==> config.mk <==
export PLATFORM = sky130hd
export DESIGN_NAME = serial_rx_error_flags
export DESIGN_NICKNAME = d
export VERILOG_FILES = /design/src/serial_rx_error_flags_pkg.sv /design/src/rx_char_fifo.sv /design/src/serial_rx_error_flags.sv
export VERILOG_INCLUDE_DIRS = /design/src
export SDC_FILE = /design/constraint.sdc
export NUM_CORES = 1
export LEC_CHECK = 0
export BUFFER_PORTS_ARGS = -buffer_cell sky130_fd_sc_hd__buf_2
export CAP_MARGIN = 20
export CORE_ASPECT_RATIO = 0.8
export CORE_UTILIZATION = 38
export DETAILED_ROUTE_END_ITERATION = 8
export PLACE_DENSITY = 0.63
export SYNTH_ARGS = -nofsm -noshare
export SYNTH_HDL_FRONTEND = slang
export SYNTH_HIERARCHICAL = 1
export SYNTH_SLANG_ARGS = --single-unit
==> constraint.sdc <==
create_clock -name clk_sys_i -period 1.9 [get_ports clk_sys_i]
set_input_delay 0.285 -clock clk_sys_i [delete_from_list [all_inputs] [get_ports clk_sys_i]]
set_output_delay 0.285 -clock clk_sys_i [all_outputs]
set_load 0.02 [all_outputs]
==> src/serial_rx_error_flags_cfg.svh <==
// constants for the receive error flag block
`ifndef SERIAL_RX_ERROR_FLAGS_CFG_SVH
`define SERIAL_RX_ERROR_FLAGS_CFG_SVH

`define SREF_CHAR_W 8
`define SREF_WORD_W 9
`define SREF_FIFO_DEPTH 8
`define SREF_FIFO_AW 3
`define SREF_FLAG_N 4
`define SREF_IDX_FULL 3
`define SREF_IDX_OVR 2
`define SREF_IDX_ERS 1
`define SREF_IDX_PAR 0
`define SREF_WORD_PAR_BIT 8
`define SREF_FLAGS_RST 4'h0
`define SREF_DATA_RST 8'h00

`endif

==> src/serial_rx_error_flags_pkg.sv <==
// types shared by the receive error flag block
`include "serial_rx_error_flags_cfg.svh"

package serial_rx_error_flags_pkg;
	typedef logic [`SREF_FLAG_N-1:0] flag_vec_t;
	typedef logic [`SREF_CHAR_W-1:0] rx_char_t;
	typedef logic [`SREF_WORD_W-1:0] rx_word_t;
endpackage

==> src/rx_char_fifo.sv <==
// flip-flop fifo between the character receiver and the flag logic
`timescale 1ns/1ps

module rx_char_fifo #(
	parameter int WIDTH = 9,
	parameter int DEPTH = 8,
	parameter int AW = 3
) (
	input wire logic clk_sys_i,
	input wire logic reset_i,
	input wire logic in_valid_i,
	output logic in_ready_o,
	input wire logic [WIDTH-1:0] in_data_i,
	output logic out_valid_o,
	input wire logic out_ready_i,
	output logic [WIDTH-1:0] out_data_o
);
	logic [WIDTH-1:0] mem_reg [DEPTH];
	logic [AW-1:0] wr_ptr_reg, wr_ptr_next, rd_ptr_reg, rd_ptr_next;
	logic [AW:0] count_reg, count_next;
	logic ready_reg, ready_next, valid_reg, valid_next;
	logic push, pop;

	always_comb begin
		push = in_valid_i & ready_reg;
		pop = out_ready_i & valid_reg;
		wr_ptr_next = push ? AW'(wr_ptr_reg + 1'b1) : wr_ptr_reg;
		rd_ptr_next = pop ? AW'(rd_ptr_reg + 1'b1) : rd_ptr_reg;
		count_next = count_reg;
		if (push && !pop) begin
			count_next = (AW+1)'(count_reg + 1'b1);
		end else if (pop && !push) begin
			count_next = (AW+1)'(count_reg - 1'b1);
		end
		// full and empty held in flops so both handshake outputs are registered
		ready_next = count_next != (AW+1)'(DEPTH);
		valid_next = count_next != '0;
	end

	always_ff @(posedge clk_sys_i) begin
		if (reset_i) begin
			wr_ptr_reg <= '0;
			rd_ptr_reg <= '0;
			count_reg <= '0;
			ready_reg <= 1'b0;
			valid_reg <= 1'b0;
		end else begin
			wr_ptr_reg <= wr_ptr_next;
			rd_ptr_reg <= rd_ptr_next;
			count_reg <= count_next;
			ready_reg <= ready_next;
			valid_reg <= valid_next;
		end
	end

	always_ff @(posedge clk_sys_i) begin
		if (push) begin
			mem_reg[wr_ptr_reg] <= in_data_i;
		end
	end

	assign in_ready_o = ready_reg;
	assign out_valid_o = valid_reg;
	assign out_data_o = mem_reg[rd_ptr_reg];
endmodule

==> src/serial_rx_error_flags.sv <==
// receive error flags of a smart card serial interface
`timescale 1ns/1ps
`include "serial_rx_error_flags_cfg.svh"

module serial_rx_error_flags
	import serial_rx_error_flags_pkg::*;
(
	input wire logic clk_sys_i,
	input wire logic reset_i,
	input wire logic rx_enable_bit_i,
	input wire logic smart_card_select_i,
	input wire logic sync_mode_i,
	input wire logic rx_valid_i,
	input wire logic [`SREF_CHAR_W-1:0] rx_char_i,
	input wire logic rx_parity_bad_i,
	output logic rx_ready_o,
	input wire logic err_sample_i,
	input wire logic err_line_i,
	input wire logic status_rd_i,
	input wire logic status_wr_i,
	input wire logic [`SREF_FLAG_N-1:0] status_wdata_i,
	output logic rx_full_flag_o,
	output logic overrun_flag_o,
	output logic error_signal_flag_o,
	output logic parity_fault_flag_o,
	output logic [`SREF_CHAR_W-1:0] rx_data_o,
	output logic tx_stop_o
);
	flag_vec_t flags_reg, flags_next;
	flag_vec_t armed_reg, armed_next;
	flag_vec_t set_vec, clr_vec;
	rx_char_t rx_data_reg, rx_data_next;
	logic tx_stop_reg, tx_stop_next;
	logic fifo_valid, fifo_pop, blocked;
	rx_word_t fifo_word;

	// a clear needs a prior read that saw the bit at 1, and a 0 in the written bit
	function automatic logic clear_hit(input logic armed, input logic wr, input logic wbit);
		clear_hit = armed & wr & ~wbit;
	endfunction

	// queued characters wait in the fifo while the overrun or parity flag blocks reception;
	// once it is full the receiver sees rx_ready_o low
	rx_char_fifo #(
		.WIDTH(`SREF_WORD_W),
		.DEPTH(`SREF_FIFO_DEPTH),
		.AW(`SREF_FIFO_AW)
	) u_fifo (
		.clk_sys_i(clk_sys_i),
		.reset_i(reset_i),
		.in_valid_i(rx_valid_i),
		.in_ready_o(rx_ready_o),
		.in_data_i({rx_parity_bad_i, rx_char_i}),
		.out_valid_o(fifo_valid),
		.out_ready_i(fifo_pop),
		.out_data_o(fifo_word)
	);

	always_comb begin
		blocked = flags_reg[`SREF_IDX_OVR] | flags_reg[`SREF_IDX_PAR];
		// receive-enable only pauses completion; it never touches a flag
		fifo_pop = fifo_valid & rx_enable_bit_i & ~blocked;
		set_vec = '0;
		rx_data_next = rx_data_reg;
		if (fifo_pop) begin
			if (flags_reg[`SREF_IDX_FULL]) begin
				set_vec[`SREF_IDX_OVR] = 1'b1;
			end else if (fifo_word[`SREF_WORD_PAR_BIT]) begin
				set_vec[`SREF_IDX_PAR] = 1'b1;
				rx_data_next = fifo_word[`SREF_CHAR_W-1:0];
			end else begin
				set_vec[`SREF_IDX_FULL] = 1'b1;
				rx_data_next = fifo_word[`SREF_CHAR_W-1:0];
			end
		end
		// the error-signal flag has meaning only in smart card mode
		set_vec[`SREF_IDX_ERS] = err_sample_i & ~err_line_i & smart_card_select_i;
	end

	genvar g;
	generate
		for (g = 0; g < `SREF_FLAG_N; g++) begin : g_flag
			always_comb begin
				clr_vec[g] = clear_hit(armed_reg[g], status_wr_i, status_wdata_i[g]);
				// set wins so an event in the clearing cycle is not lost
				flags_next[g] = set_vec[g] | (flags_reg[g] & ~clr_vec[g]);
				armed_next[g] = armed_reg[g];
				if (status_wr_i) begin
					armed_next[g] = 1'b0;
				end
				if (status_rd_i && flags_reg[g]) begin
					armed_next[g] = 1'b1;
				end
				if (!flags_next[g]) begin
					armed_next[g] = 1'b0;
				end
			end
		end
	endgenerate

	always_comb begin
		tx_stop_next = sync_mode_i & (flags_next[`SREF_IDX_OVR] | flags_next[`SREF_IDX_PAR]);
	end

	always_ff @(posedge clk_sys_i) begin
		if (reset_i) begin
			flags_reg <= `SREF_FLAGS_RST;
			armed_reg <= '0;
			rx_data_reg <= `SREF_DATA_RST;
			tx_stop_reg <= 1'b0;
		end else begin
			flags_reg <= flags_next;
			armed_reg <= armed_next;
			rx_data_reg <= rx_data_next;
			tx_stop_reg <= tx_stop_next;
		end
	end

	assign rx_full_flag_o = flags_reg[`SREF_IDX_FULL];
	assign overrun_flag_o = flags_reg[`SREF_IDX_OVR];
	assign error_signal_flag_o = flags_reg[`SREF_IDX_ERS];
	assign parity_fault_flag_o = flags_reg[`SREF_IDX_PAR];
	assign rx_data_o = rx_data_reg;
	assign tx_stop_o = tx_stop_reg;
endmodule

==> impl_metrics.py <==
metrics = {
    "outcome": {
        "status": "finished clean",
    },
    "place": {
        "hpwl_um": 5610,
        "dp.cells": 447,
        "gp_congestion": 0.737,
        "port_buffers": 36,
    },
    "setup_path": {
        "reg2regPathDepth": 6,
        "r2r-start": "flags_reg[0]",
        "crit_type": "reg2reg",
        "crit_path_top_delay_cell": "dfxtp_4",
        "rr_endpoint": "u_fifo/out_valid_o",
        "cp.required_ns": 2.14,
        "critical_path.cell_chain": "and4bb_4 -> and2_1 -> and3_1 -> or3_4 -> a22oi_2 -> a21oi_1",
        "r2r_slack_ns": 0.15,
        "start_kind": "register",
        "cpPeakStageDelay_ns": 0.36,
        "cp_top_family": "simple AND/OR/NAND/NOR gates",
        "crit_buf_inv": 0,
        "worstPathArrival_ns": 1.99,
        "critPathMaxFanout": 6,
        "setup.worst_path.end_class": "register",
    },
    "global_route": {
        "grt_pass1_wl_um": 12900,
        "grt_max_degree": 24,
        "grt_pass1_vias": 2329,
        "antenna_found_initial": 0,
        "grtUsageTotal_pct": 15.9,
        "grt_overflow": 0,
    },
    "finish": {
        "fin_cells": 463,
        "area_growth_pct": 15.7,
        "drive_gt1_share_pct": 30.0,
        "final_nets": 345,
        "layout.cells.most_common_list": "edfxtp_1, buf_2, dfxtp_1",
        "antenna_cells": 0,
        "largest_reg_flops": 72,
        "utilization_pct": 46.3,
        "final_common_cell": "edfxtp_1",
    },
    "floorplan": {
        "die_w_um": 120,
        "core_area_mm2": 0.0105,
        "std_cell_rows": 33,
        "dieArea_mm2": 0.0115,
        "die_h_um": 96.2,
        "io_pins": 37,
        "start_util_pct": 40.0,
    },
    "yosys": {
        "netlist_instances": 264,
        "synth_compound_area_share_pct": 6.26,
        "synth_top_family_by_area": "multiplexers",
        "synth_fa_ha_area_share_pct": 1.19,
        "ys.flop_type": "edfxtp_1",
        "syn_nets": 291,
        "synth_mux_area_share_pct": 12.9,
        "synthTopCellsByArea": "edfxtp_1, dfxtp_1, mux4_1",
        "synth.ff_latch_count": 104,
        "synthXorXnorAreaFrac_pct": 1.25,
        "seq_area_frac_synth_pct": 66.5,
        "synth_simple_gate_area_share_pct": 8.76,
        "yosysTopAreaCellShare_pct": 51.3,
        "netlist_area_mm2": 0.00421,
        "yosys.area.top_type": "edfxtp_1",
        "yosysWarnings": 6,
        "netlist-cell-type-count": 47,
        "syn_avg_cell_area_um2": 16.0,
        "synth_edf_count": 72,
        "async_reset_ff_share_pct": 0,
    },
    "route": {
        "vias": 2363,
        "viasPerCell": 5.10,
        "first_iter_violations": 168,
        "wirelength_um": 8230,
        "drt_first_pass_iters": 5,
        "wl_per_cell_um": 17.8,
        "drtAntennaViolNets": 0,
        "drc": 0,
    },
    "pwr": {
        "pwr-share-clk_pct": 36.4,
        "p_int_mw": 3.55,
        "peakVddDrop_v": 0.000418,
        "p_comb_share_pct": 8.8,
        "p_per_area_mw_per_mm2": 947,
        "p_leak_nw": 1.72,
        "switchingPower_mw": 1.06,
        "switching_share_pct": 23.0,
        "seqPwrFrac_pct": 54.8,
    },
    "timing": {
        "relSlewSlack_pct": 73.4,
        "rsz0062_at_grt": "no",
        "maxSlewViolCount": 0,
        "finalSetupViolations": 0,
        "hold_viol_final": 0,
        "max_freq_mhz": 571,
        "skew_ns": 0.0102,
        "fin_crit_sh_pct": 92.2,
        "min_period_ns": 1.75,
        "tightest_slew_ns": 0.395,
    },
    "cts": {
        "cts_hold_buf": 0,
        "path_clk_slew_ns": 0.07,
        "h-tree-depth": 3,
        "cts_sinks": 104,
        "postCtsSetupBuffers": 0,
        "post_cts_resized": 0,
        "cts_inserted_buffers": 9,
        "clock-root-buffer": "clkbuf_16",
        "cts.path.max_buffers": 2,
        "cts_tree": "done",
        "insertion_delay_ns": 0.35,
    },
    "hold_path": {
        "min_to": "tx_stop_o",
        "min_path_cells": 3,
        "worst_hold_startpoint": "sync_mode_i",
        "hp-class": "in2reg",
    },
    "job": {
        "drv_cap": 0,
    },
}
-- cell usage after synthesis (2+ instances only) --
master and instances:
inv_1 4, buf_6 4, nand3b_1 3, o21ai_0 3, nor2_1 16, mux4_1 10
a31o_1 7, edfxtp_1 72, buf_12 2, a22oi_1 5, and3_1 2, dfxtp_1 32
nand2b_1 9, nor3_1 7, a21oi_1 13, mux4_2 8, nor4_1 2, mux2_2 9
and2_4 2, xnor2_1 3, ha_1 4, xor2_1 3, buf_1 2, nand4_1 2
nand2_1 17, a311oi_1 2
-- metal layers --
metal / GRT usage, % / routed length (um) / part of all wire [%] / vias up
met3: 4.27 / 440 / 5.3 / 13
met2: 24.3 / 3770 / 46 / 50
li1: - / - / - / 1133
met5: 0 / 0 / 0 / -
met4: 7.60 / 125 / 1.5 / 0
met1: 21.2 / 3890 / 47 / 1167
-- layout make-up --
| class | count | area, um2 |
|---|---|---|
| Inverter | 6 | 22.5 |
| Fill cell | 953 | 5650 |
| Sequential cell | 104 | 2810 |
| Multi-Input combinational cell | 143 | 1290 |
| Timing Repair Buffer | 54 | 315 |
| Clock buffer | 11 | 233 |
| Clock inverter | 5 | 31.3 |
| Tap cell | 140 | 175 |
-- worst reg2reg max path, cell delays in order, from the launching register on --
cell      delay [ns]
dfxtp_4         0.36
and4bb_4        0.24
and2_1          0.22
and3_1          0.22
or3_4           0.33
a22oi_2         0.18
a21oi_1         0.09
-- how the worst max path moves through the flow --
stage	startpoint	endpoint	slack, ns	cells after the start
after global placement	register	rx_data_o[0]	0.05	4
final	flags_reg[0]	u_fifo/out_valid_o	0.15	6
after global routing	flags_reg[0]	u_fifo/out_valid_o	0.03	6
after floorplan	flags_reg[0]	u_fifo/in_ready_o	-0.01	8
after detailed placement	register	rx_data_o[0]	0.02	4
after CTS	register	rx_data_o[0]	0.005	4
-- power groups by stage --
stage	Sequential, mW	Combinational (mW)	Clock [mW]
2_1_floorplan	2.60	0.272	0
3_3_place_gp	2.58	0.398	0
3_5_place_dp	2.58	0.407	0
4_1_cts	2.53	0.409	1.73
5_1_grt	2.54	0.445	1.80
6_report	2.53	0.405	1.68
-- logic make-up (layout without fill, tap and decap cells) --
| kind of cell | count (synthesis) | in the layout |
|---|---|---|
| DFF | 104 | 104 |
| and+or+nand+nor | 68 | 68 |
| AOI/OAI and AO/OA | 38 | 38 |
| muxes | 27 | 27 |
| buffers and inverters | 17 | 76 |
| xor gates and xnor gates | 6 | 6 |
| adders and majority gates | 4 | 4 |
-- through the flow --
stage	setup TNS [ns]	area (um2)	total power, mW	hold WS (ns)	setup WS [ns]
final	0	4870	4.62	0.161	0.148
after global routing	0	4870	4.79	0.151	0.0338
after CTS	0	4870	4.67	0.149	0.00485
after detailed placement	0	4610	2.99	0.473	0.0189
after global placement	0	4610	2.98	0.441	0.0543
after floorplan	-0.0160	4230	2.87	0.354	-0.0121
Note: power is estimated with default switching activity, not from simulation.
